**src/scsd_defs.vh**
```
`ifndef SCSD_DEFS_VH
`define SCSD_DEFS_VH

// ----------------------------------------------------------------------
// Register offsets
// ----------------------------------------------------------------------
`define SCSD_ADDR_SRC_DIV 8'hbd
`define SCSD_ADDR_TRIM 8'hbf
`define SCSD_ADDR_OSC_CTL 8'ha9

// ----------------------------------------------------------------------
// Field positions
// ----------------------------------------------------------------------
`define SCSD_APPLIED_BIT 7
`define SCSD_DIV_MSB 6
`define SCSD_DIV_LSB 4
`define SCSD_SRC_MSB 2
`define SCSD_SRC_LSB 0
`define SCSD_TRIM_MSB 6
`define SCSD_TRIM_LSB 0
`define SCSD_OSC_EN_BIT 7
`define SCSD_OSC_RUN_BIT 6
`define SCSD_DITHER_BIT 3
`define SCSD_POST_MSB 1
`define SCSD_POST_LSB 0

// ----------------------------------------------------------------------
// Codes and reset values
// ----------------------------------------------------------------------
`define SCSD_SRC_INT 3'h0
`define SCSD_SRC_EXT 3'h1
`define SCSD_DIV_RST 3'h0
`define SCSD_POST_RST 2'h0
`define SCSD_OSC_EN_RST 1'h1
`define SCSD_DITHER_RST 1'h0

// ----------------------------------------------------------------------
// Dither timing, in internal oscillator cycles
// ----------------------------------------------------------------------
`define SCSD_DITHER_UPDATE 32
`define SCSD_DITHER_PERIOD 384
`define SCSD_DITHER_STEPS (`SCSD_DITHER_PERIOD / `SCSD_DITHER_UPDATE)
`define SCSD_DITHER_CENTER 3'h3

`endif

```
**src/scsd_clock_ctl.v**
```verilog
// Function
// [RL1] Source code 000 internal, 001 external
// [RL2] Divider code n divides by 2^n
// [RL3] New divide applied within 128 source cycles
// [RL4] Bit 7 flags divide setting applied
// [RL5] Software sets divide-by-1 before suspend
// [RL6] Source switch on the fly, one slow period
// [RL7] Bit 3 reads 0, software writes 0
// [RL8] Reset selects internal oscillator, register zero; this block reads 0x80 after reset, applied flag in bit 7 set
// [RL9] Internal post-scaler 1/2/4/8, resets to 8
// [RL10] Trim field: zero fastest, ones slowest
// [RL11] Trim loads factory value at reset
// [RL12] Dither only while enable bit is 1
// [RL13] Triangle repeats every 384 oscillator cycles
// [RL14] Step every 32 cycles, within three steps
// [RL15] Post-scaler codes 00/01/10/11 give 8/4/2/1
// [RL16] Oscillator enable stops or runs, resets 1
// [RL17] Source and divide changes are glitch-free
`timescale 1ns/100ps
`default_nettype none
`include "scsd_defs.vh"

module scsd_clock_ctl #(
	parameter HALF_BASE = 4,
	parameter DITHER_UNIT = 1
) (
	input wire clock,
	input wire rst_n,
	input wire [7:0] reg_addr,
	input wire [7:0] reg_wdata,
	input wire reg_wr,
	input wire reg_rd,
	output reg [7:0] reg_rdata,
	input wire [6:0] trim_factory,
	input wire ext_osc,
	output wire int_osc_out,
	output wire sysclk_out
);
	// ------------------------------------------------------------------
	// Declarations
	// ------------------------------------------------------------------
	reg [2:0] src_sel_q;
	reg [2:0] div_code_q;
	reg [6:0] trim_q;
	reg trim_loaded_q;
	reg osc_en_q;
	reg dither_en_q;
	reg [1:0] post_code_q;

	reg [9:0] half_cnt_q;
	reg osc_q;
	reg [4:0] upd_cnt_q;
	reg [3:0] phase_q;
	reg [2:0] level_q;

	reg ext_q;
	reg ext_prev_q;

	wire [9:0] half_len;
	wire osc_tog;
	wire osc_rise;
	wire post_lvl;
	wire post_edge;
	wire ext_edge;
	wire sel_ext;
	wire sw_lvl;
	wire sw_edge;
	wire div_applied;
	wire [7:0] src_div_rd;
	wire [7:0] osc_ctl_rd;
	wire hit_src_div;
	wire hit_trim;
	wire hit_osc_ctl;
	wire upd_wrap;
	wire phase_wrap;
	wire [3:0] phase_next;
	reg [7:0] rd_mux;

	// ------------------------------------------------------------------
	// Helpers
	// ------------------------------------------------------------------
	// Triangle around the center level, one entry per dither step
	function [2:0] tri_level;
		input [3:0] phase;
		begin
			case (phase)
				4'h0: tri_level = 3'h3;
				4'h1: tri_level = 3'h4;
				4'h2: tri_level = 3'h5;
				4'h3: tri_level = 3'h6;
				4'h4: tri_level = 3'h5;
				4'h5: tri_level = 3'h4;
				4'h6: tri_level = 3'h3;
				4'h7: tri_level = 3'h2;
				4'h8: tri_level = 3'h1;
				4'h9: tri_level = 3'h0;
				4'ha: tri_level = 3'h1;
				default: tri_level = 3'h2;
			endcase
		end
	endfunction

	function is_addr;
		input [7:0] addr;
		input [7:0] target;
		begin
			is_addr = (addr == target);
		end
	endfunction

	// ------------------------------------------------------------------
	// Local constants
	// ------------------------------------------------------------------
	// Post-scaler power code that means divide by 8
	localparam [1:0] POST_POW_RST = 2'h3;
	// Last dither step and last cycle of a step
	localparam [3:0] LAST_PHASE = 4'hb;
	localparam [4:0] LAST_UPD = 5'h1f;

	// ------------------------------------------------------------------
	// Address decode
	// ------------------------------------------------------------------
	// One compare per register, shared by writes and reads
	assign hit_src_div = is_addr(reg_addr, `SCSD_ADDR_SRC_DIV);
	assign hit_trim = is_addr(reg_addr, `SCSD_ADDR_TRIM);
	assign hit_osc_ctl = is_addr(reg_addr, `SCSD_ADDR_OSC_CTL);

	// ------------------------------------------------------------------
	// Register writes
	// ------------------------------------------------------------------
	// [RL8] Internal source after reset
	always @(posedge clock or negedge rst_n) begin
		if (!rst_n) begin
			src_sel_q <= `SCSD_SRC_INT;
			div_code_q <= `SCSD_DIV_RST;
		end else if (reg_wr && hit_src_div) begin
			// [RL7] Reserved bit and flag bit not stored
			div_code_q <= reg_wdata[`SCSD_DIV_MSB:`SCSD_DIV_LSB];
			src_sel_q <= reg_wdata[`SCSD_SRC_MSB:`SCSD_SRC_LSB];
		end
	end

	// [RL11] Factory trim captured after release
	always @(posedge clock or negedge rst_n) begin
		if (!rst_n) begin
			trim_q <= 7'h00;
			trim_loaded_q <= 1'b0;
		end else begin
			trim_loaded_q <= 1'b1;
			// A write in the load cycle wins over the strap
			if (reg_wr && hit_trim) begin
				trim_q <= reg_wdata[`SCSD_TRIM_MSB:`SCSD_TRIM_LSB];
			end else if (!trim_loaded_q) begin
				trim_q <= trim_factory;
			end
		end
	end

	always @(posedge clock or negedge rst_n) begin
		if (!rst_n) begin
			// [RL16] Oscillator enabled on reset
			osc_en_q <= `SCSD_OSC_EN_RST;
			dither_en_q <= `SCSD_DITHER_RST;
			// [RL9] Post-scaler back to divide by 8
			post_code_q <= `SCSD_POST_RST;
		end else if (reg_wr && hit_osc_ctl) begin
			osc_en_q <= reg_wdata[`SCSD_OSC_EN_BIT];
			dither_en_q <= reg_wdata[`SCSD_DITHER_BIT];
			post_code_q <= reg_wdata[`SCSD_POST_MSB:`SCSD_POST_LSB];
		end
	end

	// ------------------------------------------------------------------
	// Register reads
	// ------------------------------------------------------------------
	// [RL4] Applied flag in bit 7
	// [RL7] Reserved bit reads zero
	assign src_div_rd = {div_applied, div_code_q, 1'b0, src_sel_q};
	assign osc_ctl_rd = {osc_en_q, osc_en_q, 2'h0, dither_en_q, 1'b0, post_code_q};

	// Unmapped addresses read zero
	always @* begin
		rd_mux = 8'h00;
		if (hit_src_div) begin
			rd_mux = src_div_rd;
		end else if (hit_trim) begin
			rd_mux = {1'b0, trim_q};
		end else if (hit_osc_ctl) begin
			rd_mux = osc_ctl_rd;
		end
	end

	// Data stand only in the cycle after the strobe
	always @(posedge clock or negedge rst_n) begin
		if (!rst_n) begin
			reg_rdata <= 8'h00;
		end else if (reg_rd) begin
			reg_rdata <= rd_mux;
		end else begin
			reg_rdata <= 8'h00;
		end
	end

	// ------------------------------------------------------------------
	// Internal oscillator model
	// ------------------------------------------------------------------
	// Half period in clock cycles grows with the trim value.
	// Dither level 3 is the center, so the disabled case sits there.
	// A trim change acts on the half period already running
	// [RL10] Larger trim, slower oscillator
	assign half_len = HALF_BASE[9:0] + {3'h0, trim_q}
		+ ({7'h00, level_q} * DITHER_UNIT[9:0]);
	assign osc_tog = osc_en_q && (half_cnt_q >= half_len - 10'h001);
	assign osc_rise = osc_tog && !osc_q;

	always @(posedge clock or negedge rst_n) begin
		if (!rst_n) begin
			half_cnt_q <= 10'h000;
			osc_q <= 1'b0;
		end else if (!osc_en_q) begin
			// [RL16] Stopped oscillator parks low
			half_cnt_q <= 10'h000;
			osc_q <= 1'b0;
		end else if (osc_tog) begin
			half_cnt_q <= 10'h000;
			osc_q <= ~osc_q;
		end else begin
			half_cnt_q <= half_cnt_q + 10'h001;
		end
	end

	// ------------------------------------------------------------------
	// Spread-spectrum dither
	// ------------------------------------------------------------------
	// Twelve steps of 32 cycles make one 384-cycle triangle
	assign upd_wrap = osc_rise && (upd_cnt_q == LAST_UPD);
	assign phase_wrap = (phase_q == LAST_PHASE);
	assign phase_next = phase_wrap ? 4'h0 : phase_q + 4'h1;

	always @(posedge clock or negedge rst_n) begin
		if (!rst_n) begin
			upd_cnt_q <= 5'h00;
			phase_q <= 4'h0;
			level_q <= `SCSD_DITHER_CENTER;
		end else if (!dither_en_q) begin
			// [RL12] No modulation unless enabled
			upd_cnt_q <= 5'h00;
			phase_q <= 4'h0;
			level_q <= `SCSD_DITHER_CENTER;
		end else if (osc_rise) begin
			// [RL14] Update every 32 oscillator cycles
			if (upd_wrap) begin
				upd_cnt_q <= 5'h00;
				// [RL13] Wrap after 384 cycles
				phase_q <= phase_next;
				level_q <= tri_level(phase_next);
			end else begin
				upd_cnt_q <= upd_cnt_q + 5'h01;
			end
		end
	end

	// ------------------------------------------------------------------
	// Internal post-scaler
	// ------------------------------------------------------------------
	// [RL15] Code inverted gives the power of two
	// [RL9] Divide by 1, 2, 4 or 8
	scsd_pow2_div #(
		.CODE_W(2),
		.RESET_CODE(POST_POW_RST)
	) u_post (
		.clock(clock),
		.rst_n(rst_n),
		.src_edge(osc_tog),
		.ratio(~post_code_q),
		.out_q(post_lvl),
		.edge_q(post_edge),
		.applied()
	);

	assign int_osc_out = post_lvl;

	// ------------------------------------------------------------------
	// External oscillator sampling
	// ------------------------------------------------------------------
	// Edge flop lets the switch see both edges of the external source
	always @(posedge clock or negedge rst_n) begin
		if (!rst_n) begin
			ext_q <= 1'b0;
			ext_prev_q <= 1'b0;
		end else begin
			ext_q <= ext_osc;
			ext_prev_q <= ext_q;
		end
	end

	assign ext_edge = ext_q ^ ext_prev_q;

	// ------------------------------------------------------------------
	// Source select and system divider
	// ------------------------------------------------------------------
	// Bad codes keep a running source rather than stop the clock
	// [RL1] Only code 001 picks external; reserved codes stay internal
	assign sel_ext = (src_sel_q == `SCSD_SRC_EXT);

	// Sources are sampled, so every phase is whole clock cycles
	// [RL6] Switch waits at most one period of each source
	// [RL17] Output parked low across the handover
	scsd_clk_switch u_switch (
		.clock(clock),
		.rst_n(rst_n),
		.sel(sel_ext),
		.a_lvl(post_lvl),
		.a_edge(post_edge),
		.b_lvl(ext_q),
		.b_edge(ext_edge),
		.out_q(sw_lvl),
		.edge_q(sw_edge)
	);

	// [RL2] Divide by two to the code
	// [RL3] Ratio taken at a falling edge, within 128 cycles
	// [RL17] No shortened phase on ratio change
	// Flag compares live codes: it drops as soon as a new code lands
	scsd_pow2_div #(
		.CODE_W(3),
		.RESET_CODE(`SCSD_DIV_RST)
	) u_sysdiv (
		.clock(clock),
		.rst_n(rst_n),
		.src_edge(sw_edge),
		.ratio(div_code_q),
		.out_q(sysclk_out),
		.edge_q(),
		.applied(div_applied)
	);

	// [RL5] Suspend is outside this block; software keeps divide by 1 there
endmodule // scsd_clock_ctl

`default_nettype wire

```
**src/scsd_pow2_div.v**
```verilog
`timescale 1ns/100ps
`default_nettype none

// Power-of-two divider driven by edge pulses of its source.
// The output toggles every 2^ratio source edges.
module scsd_pow2_div #(
	parameter CODE_W = 3,
	parameter [CODE_W-1:0] RESET_CODE = {CODE_W{1'b0}}
) (
	input wire clock,
	input wire rst_n,
	input wire src_edge,
	input wire [CODE_W-1:0] ratio,
	output reg out_q,
	output reg edge_q,
	output wire applied
);
	localparam CNT_W = (1 << CODE_W) - 1;

	reg [CODE_W-1:0] cur_q;
	reg [CNT_W-1:0] cnt_q;
	wire [CNT_W-1:0] mask;
	wire tog;

	assign mask = ~({CNT_W{1'b1}} << cur_q);
	assign tog = src_edge && ((cnt_q & mask) == mask);
	assign applied = (cur_q == ratio);

	always @(posedge clock or negedge rst_n) begin
		if (!rst_n) begin
			cur_q <= RESET_CODE;
			cnt_q <= {CNT_W{1'b0}};
			out_q <= 1'b0;
			edge_q <= 1'b0;
		end else begin
			edge_q <= tog;
			if (tog) begin
				out_q <= ~out_q;
			end
			// New ratio only at a falling output edge, so no phase is cut short
			if (tog && out_q) begin
				cur_q <= ratio;
				cnt_q <= {CNT_W{1'b0}};
			end else if (src_edge) begin
				cnt_q <= cnt_q + 1'b1;
			end
		end
	end
endmodule // scsd_pow2_div

`default_nettype wire

```
**src/scsd_clk_switch.v**
```verilog
`timescale 1ns/100ps
`default_nettype none

// Glitch-free two-source switch working on sampled clock levels.
module scsd_clk_switch (
	input wire clock,
	input wire rst_n,
	input wire sel,
	input wire a_lvl,
	input wire a_edge,
	input wire b_lvl,
	input wire b_edge,
	output reg out_q,
	output reg edge_q
);
	reg cur_q;
	reg hold_q;
	reg hold_d;
	reg cur_d;
	reg out_d;
	wire cur_lvl;
	wire new_fall;

	assign cur_lvl = cur_q ? b_lvl : a_lvl;
	assign new_fall = cur_q ? (a_edge && !a_lvl) : (b_edge && !b_lvl);

	always @* begin
		hold_d = hold_q;
		cur_d = cur_q;
		// Park low only while the old source is low
		if (!hold_q && (sel != cur_q) && !cur_lvl) begin
			hold_d = 1'b1;
		end
		// Hand over on a falling edge of the new source: full low phase
		if (hold_q && new_fall) begin
			hold_d = 1'b0;
			cur_d = ~cur_q;
		end
		if (hold_d) begin
			out_d = 1'b0;
		end else if (cur_d) begin
			out_d = b_lvl;
		end else begin
			out_d = a_lvl;
		end
	end

	always @(posedge clock or negedge rst_n) begin
		if (!rst_n) begin
			cur_q <= 1'b0;
			hold_q <= 1'b0;
			out_q <= 1'b0;
			edge_q <= 1'b0;
		end else begin
			cur_q <= cur_d;
			hold_q <= hold_d;
			out_q <= out_d;
			edge_q <= (out_d != out_q);
		end
	end
endmodule // scsd_clk_switch

`default_nettype wire

```
**config.mk**
```make
export PLATFORM = sky130hd
export DESIGN_NAME = scsd_clock_ctl
export DESIGN_NICKNAME = d
export VERILOG_FILES = /design/src/scsd_clock_ctl.v /design/src/scsd_pow2_div.v /design/src/scsd_clk_switch.v
export VERILOG_INCLUDE_DIRS = /design/src
export SDC_FILE = /design/constraint.sdc
export NUM_CORES = 1
export LEC_CHECK = 0
export BUFFER_PORTS_ARGS = -buffer_cell sky130_fd_sc_hd__buf_2
export CORE_ASPECT_RATIO = 1.75
export CORE_MARGIN = 5
export CORE_UTILIZATION = 54
export CTS_CLUSTER_DIAMETER = 200
export DETAILED_ROUTE_END_ITERATION = 7
export GPL_TIMING_DRIVEN = 0
export MAX_ROUTING_LAYER = met4
export PLACE_DENSITY = 0.85
export SETUP_SLACK_MARGIN = 0.4
export SLEW_MARGIN = 15
export SYNTH_ARGS = -nofsm -noshare
export SYNTH_HDL_FRONTEND = slang
export SYNTH_SLANG_ARGS = --single-unit
```
**constraint.sdc**
```tcl
create_clock -name clock -period 3.2 [get_ports clock]
set_input_delay 0.64 -clock clock [delete_from_list [all_inputs] [get_ports clock]]
set_output_delay 0.64 -clock clock [all_outputs]
set_load 0.01 [all_outputs]
```
# Word level (Yosys, flattened, before mapping)
# Memory sizes are Yosys's and may differ from the RTL's.
# Index checks and enable logic that the tools add are counted.
# classes
muxes	31
n_reduce_logical	23
n_addsub	8
bitwise_logic	10
order_cmp	1
n_eq_ne	15
n_shift	2
# op_table
op	count
8-bit two-way mux	4
7-bit two-way mux	4
8-bit equality test (second input constant)	3
10-bit two-way mux	2
4-bit two-way mux	4
1-bit logical AND	15
3-bit two-way mux	5
5-bit two-way mux	3
10-bit by 1-bit adder with 10-bit output (second input constant)	1
10-bit greater-or-equal comparator	1
9-bit by 1-bit subtractor with 10-bit output (second input constant)	1
8-bit by 3-bit adder with 9-bit output	1
1-bit two-way mux	9
3-bit by 7-bit adder with 8-bit output (first input constant)	1
2-bit by 1-bit inequality test with 1-bit output (second input constant)	4
7-bit by 1-bit adder with 7-bit output (second input constant)	1
7-bit AND	1
7-bit equality test	1
7-bit inverter	1
7-bit by 3-bit << shifter with 7-bit output (first input constant)	1
3-bit equality test	2
5-bit by 1-bit adder with 5-bit output (second input constant)	1
5-bit equality test (second input constant)	1
1-bit logical NOT	5
13 further kinds	18
# totals
rom_bits	48
word_cells	117
register_bits	73
n_memories	1
# memory_table
name	words	word_bits	read_ports	rd_ports_with_merged_regs	write_ports	line_no	text
(no name shown)	16	3	1	0	0	scsd_clock_ctl.v:86	case (phase)

# Depth between registers and ports, before layout
# depth
word_depth	10
ltp_mapped	14
ltp_nobuf	14

# Hierarchy
# A second synthesis with hierarchy kept.
# unflattened
hier_cells	384
hier_area_um2	3977.6
# by_module_without_submodules
module	cells_per_inst	n_inst	area_each_um2
scsd_clock_ctl	280	1	2817.7
scsd_pow2_div (u_sysdiv)	56	1	616.8
scsd_pow2_div (u_post)	30	1	357.8
scsd_clk_switch	18	1	185.2

# Worst setup path before layout
# Ideal clock, no wire load.
# synth_timing
path_kind	flip-flop to flip-flop
startpoint	reg level_q[1]
endpoint	reg u_post.cnt_q[1]
slack_ns	-0.028
t_required_ns	3.072
t_arrival_ns	3.100
synth_period_minus_slack_ns	3.228
setup_time_ns	0.128
path_stages_with_launch	15
cell_sequence	dfstp_2 > inv_1 > ha_1 > inv_1 > ha_1 > fa_1 > a21o_1 > nand2_1 > xor2_1 > ha_1 > a21oi_1 > o22ai_1 > a21oi_2 > a21oi_2 > mux2_1
# synth_between
elab_chain_cells	7
elab_cells_between_ends	8
# synth_lines
element	line_no	text
start: declaration	scsd_clock_ctl.v:54	reg [2:0] level_q;
start signal: assignment	scsd_clock_ctl.v:244	level_q <= `SCSD_DITHER_CENTER;
start signal: assignment	scsd_clock_ctl.v:249	level_q <= `SCSD_DITHER_CENTER;
start signal: assignment	scsd_clock_ctl.v:256	level_q <= tri_level(phase_next);
8-bit by 3-bit adder with 9-bit output *	scsd_clock_ctl.v:212	+ ({7'h00, level_q} * DITHER_UNIT[9:0]);
9-bit by 1-bit subtractor with 10-bit output *	scsd_clock_ctl.v:213	assign osc_tog = osc_en_q && (half_cnt_q >= half_len - 10'h001);
10-bit greater-or-equal comparator *	scsd_clock_ctl.v:213	
1-bit logical AND *	scsd_clock_ctl.v:213	
1-bit logical AND	scsd_pow2_div.v:26	assign tog = src_edge && ((cnt_q & mask) == mask);
1-bit logical AND	scsd_pow2_div.v:41	if (tog && out_q) begin
3-bit two-way mux / 2-bit nonzero test (equally long branches)	-	
end signal: assignment	scsd_pow2_div.v:32	cnt_q <= {CNT_W{1'b0}};
end signal: assignment	scsd_pow2_div.v:43	cnt_q <= {CNT_W{1'b0}};
end signal: assignment	scsd_pow2_div.v:45	cnt_q <= cnt_q + 1'b1;
end: declaration	scsd_pow2_div.v:21	reg [CNT_W-1:0] cnt_q;
# Mark *: on every way between the ends. The rest lies on a longest branch, timed or not.
# A chain may end at the register's enable or synchronous reset.

# Worst setup path after layout
# layout_timing
startpoint	reg level_q[1]
endpoint	reg u_post.cur_q[0]
# layout_between
elab_chain_cells	6
# layout_lines
element	line_no	text
8-bit by 3-bit adder with 9-bit output	scsd_clock_ctl.v:212	
9-bit by 1-bit subtractor with 10-bit output	scsd_clock_ctl.v:213	
10-bit greater-or-equal comparator	scsd_clock_ctl.v:213	
1-bit logical AND	scsd_clock_ctl.v:213	
1-bit logical AND	scsd_pow2_div.v:26	
1-bit logical AND	scsd_pow2_div.v:41	
end signal: assignment	scsd_pow2_div.v:42	cur_q <= ratio;
end: declaration	scsd_pow2_div.v:20	reg [CODE_W-1:0] cur_q;
# No other way between the ends.

==> out/metrics.cfg <==
[outcome]
outcome = complete, but fails checks
violations = negative setup slack

[clock_tree]
htreeDepth = 3
root_buffer = clkbuf_16
numCtsBuffers = 9
cts_num_sinks = 73
clk_latency_ps = 350
cts_tree = yes
clock_path_buffers = 2
cts.clk_slew.worst_paths_ps = 60

[sta]
skew_ps = 4.938
fmax_mhz = 304.2
final-setup-viol-count = 21
grt_setup_unrepaired = true
hold_viol = 0
fin_crit_sh_pct = 102.7
relSlewSlack_pct = 41.03
worstMarginPinSlew_ps = 884.5
tns_ps = -717.1
layout_min_cycle_time_ps = 3287
final_max_slew_viol_count = 0
worst_slack_ps = -87.03

[pwr]
vdd_drop_max_mv = 0.5913
p_int_mw = 1.864
p_sw_share_pct = 29.54
p_sw_mw = 0.7813
p_seq_share_pct = 43.6
p_per_area_nw_per_um2 = 520.4
p_clk_share_pct = 37.9
p_leak_nw = 2.283
comb_power_share_pct = 18.5

[floorplan]
core_sq_um = 7515
dieArea_sq_um = 9595
fp.dieW_um = 76.22
initial_core_util_pct = 55.14
num_rows = 42
chipHeight_um = 125.9
ios = 38

[synth]
synth_cells = 401
syn_area_per_cell_sq_um = 10.33
synth-seq-area-share_pct = 44.23
synth_seq_cells = 73
yosysWarnings = 0
synth-edff-count = 0
synth.distinct_cells = 65
synthesis.nets = 451
synth_ff_type = dfrtp_1
netlist_area_sq_um = 4144
synthArstFlopShare_pct = 100.0

[detailed_routing]
detail_route.wirelength_um = 10180
drc = 0
ant_nets = 0
drt-pass1-iter-count = 6
vias = 3345
viasPerCell = 6.038
drt-initial-drc-count = 353
wl_per_cell_um = 18.37

[job]
cap_violations = 0

[worst_setup_path]
cpMaxStageDelayCell = dfstp_2
start_kind = flip-flop
slowest_delay_ps = 540
critPathMaxFanout = 4
worst_ep_arrival_time_ps = 3550
critPathKind = flip-flop to flip-flop
required_ps = 3460
path_cells = inv_2 > ha_4 > inv_2 > ha_4 > fa_2 > a21o_1 > nand2_2 > xor2_2 > ha_1 > a21oi_2 > o22ai_4 > a21o_4 > o211ai_1 > buf_4 > mux2i_2
end_kind = flip-flop
crit_family = adder cells
crit_buf_inv = 3

[grt]
grt_usage_pct = 22.00
met2_usage_pct = 37.83
antenna_found_initial = 0
grt_max_degree = 43
overflow = 0
busiest_layer = met2
use_met1_pct = 22.63
grt_pass1_vias = 3435
grt_pass1_wl_um = 16350
use_met3_pct = 4.929

[placement]
dpl.cell_count = 526
placed_area_sq_um = 4527
gp_congestion = 0.8895
dp_hpwl_um = 6838
port_buffers = 36

[min_path]
min_path_type = input port to async pin

[cells_and_area]
drive_above_1_share_pct = 28.33
nets = 511
fin_cells = 554
antennaDiodeCount = 0
area_delta_synth_final_pct = 22.64
finalInstanceArea_sq_um = 5082
finish.utilization_pct = 67.63

final cells by class:
class / instances / area [sq um]
clock inverter: 7 / 71.32
sequential: 73 / 1833
fill: 539 / 2432
multi-input combinational: 292 / 2382
timing repair buffer: 48 / 305.3
tap: 88 / 110.1
buffer: 12 / 61.31
clock buffer: 9 / 225.2
inverter: 25 / 93.84
worst register-to-register path, cell delays in order (launching register included):
cell and delay [ps]:
dfstp_2 540, inv_2 50, ha_4 250, inv_2 40, ha_4 160, fa_2 360, a21o_1 190, nand2_2 90
xor2_2 150, ha_1 290, a21oi_2 190, o22ai_4 110, a21o_4 240, o211ai_1 170, buf_4 170, mux2i_2 230
cells by family (layout without fill, tap and decap cells):
kind of cell / Yosys count / count (layout) / share of synthesized area (%)
xor+xnor: 21 / 21 / 4.438
flops: 73 / 73 / 44.23
fa+ha+maj: 22 / 22 / 6.824
mux: 38 / 38 / 10.02
simple gates: 131 / 132 / 17.24
other cells: 2 / 2 / 0.1812
compound gates: 77 / 77 / 13.47
buf+inv: 37 / 101 / 3.593
power groups by stage:
stage / registers (mW) / clock network, mW / logic, mW
after global routing: 1.17 / 1.05 / 0.547
after detailed placement: 1.16 / 0 / 0.436
final: 1.15 / 1.00 / 0.489
after CTS: 1.15 / 1.01 / 0.460
after floorplan: 1.14 / 0 / 0.312
after global placement: 1.16 / 0 / 0.410
placed cells by master, fill, tap and decap left out, types with 5 or more instances in the layout:
cell type  count
dfrtp_1       68
buf_2         36
nor2_1        30
nand2_1       28
inv_1         23
mux2i_1       21
ha_1          18
o21ai_0       14
a21oi_1       12
mux2_2        11
xnor2_1       10
nand2b_1      10
nor2b_1       10
xor2_1         9
clkbuf_16      9
buf_4          9
clkbuf_1       8
nand4_1        7
nand3_1        7
and3_1         6
a21o_1         5
nor2_2         5
nor3_1         5
mux2_4         5
dfstp_2        5
metrics by stage:
stage                     total power [mW]  worst slack, ps  hold slack (ps)
after floorplan                      1.447            144.5            344.4
after global placement               1.567           -82.25            430.4
after detailed placement             1.599           -170.4            439.6
after CTS                            2.616           -39.59            233.8
after global routing                 2.774           -224.6            251.9
final                                2.645           -87.03            226.0
routing by layer:
layer | vias to the layer above | wire length, um
li1 | 1545 | -
met1 | 1632 | 3591
met2 | 131 | 5705
met3 | 37 | 487
met4 | 0 | 391
met5 | - | 0
timing repair:
item	CTS	global route
endpoints found under the setup margin	29	29
gates resized for setup	11	21
pin swaps	11	18
hold buffers	0	0
setup buffers	10	1
cloned	0	1
final timing paths:
path,start,end,slack (ps),cells past startpoint
max,level_q[1],u_post.cur_q[0],-90,15
min,rst_n,u_sysdiv.cur_q[0],230,1
max reg2reg,level_q[1],u_post.cur_q[0],-90,15
min reg2reg,u_switch.out_q,u_switch.edge_q,450,1
max in group asynchronous,rst_n,u_post.cur_q[1],2350,2
min in group clock,ext_osc,ext_q,400,1
flip-flops by register name, indices dropped and copies added (netlist names), 2 cells and up:
name / count
div_code_q: 3
u_post.cnt_q: 3
reg_rdata: 8
half_cnt_q: 10
phase_q: 4
u_post.cur_q: 2
u_sysdiv.cnt_q: 7
upd_cnt_q: 5
trim_q: 7
src_sel_q: 3
post_code_q: 2
level_q: 3
u_sysdiv.cur_q: 3
cell usage after synthesis (4+ instances only):
cell type	instances	area (sq um)
nand3_1	7	35.03
nand3b_1	4	30.03
a21oi_1	15	75.07
nand4_1	7	43.79
clkbuf_1	8	30.03
dfstp_2	5	131.4
a21o_1	5	37.54
o22ai_1	4	25.02
nand2_1	30	112.6
inv_1	25	93.84
nor3_1	5	25.02
mux2i_1	22	220.2
o211ai_1	4	30.03
mux2_4	4	60.06
xnor2_1	11	96.34
nor2b_1	10	62.56
o21ai_0	15	75.07
ha_1	21	262.8
dfrtp_1	68	1702
and3_1	6	37.54
nand2b_1	10	62.56
nor2_1	36	135.1
xor2_1	10	87.58
mux2_2	11	123.9
Power figures use the tool's default switching activity.
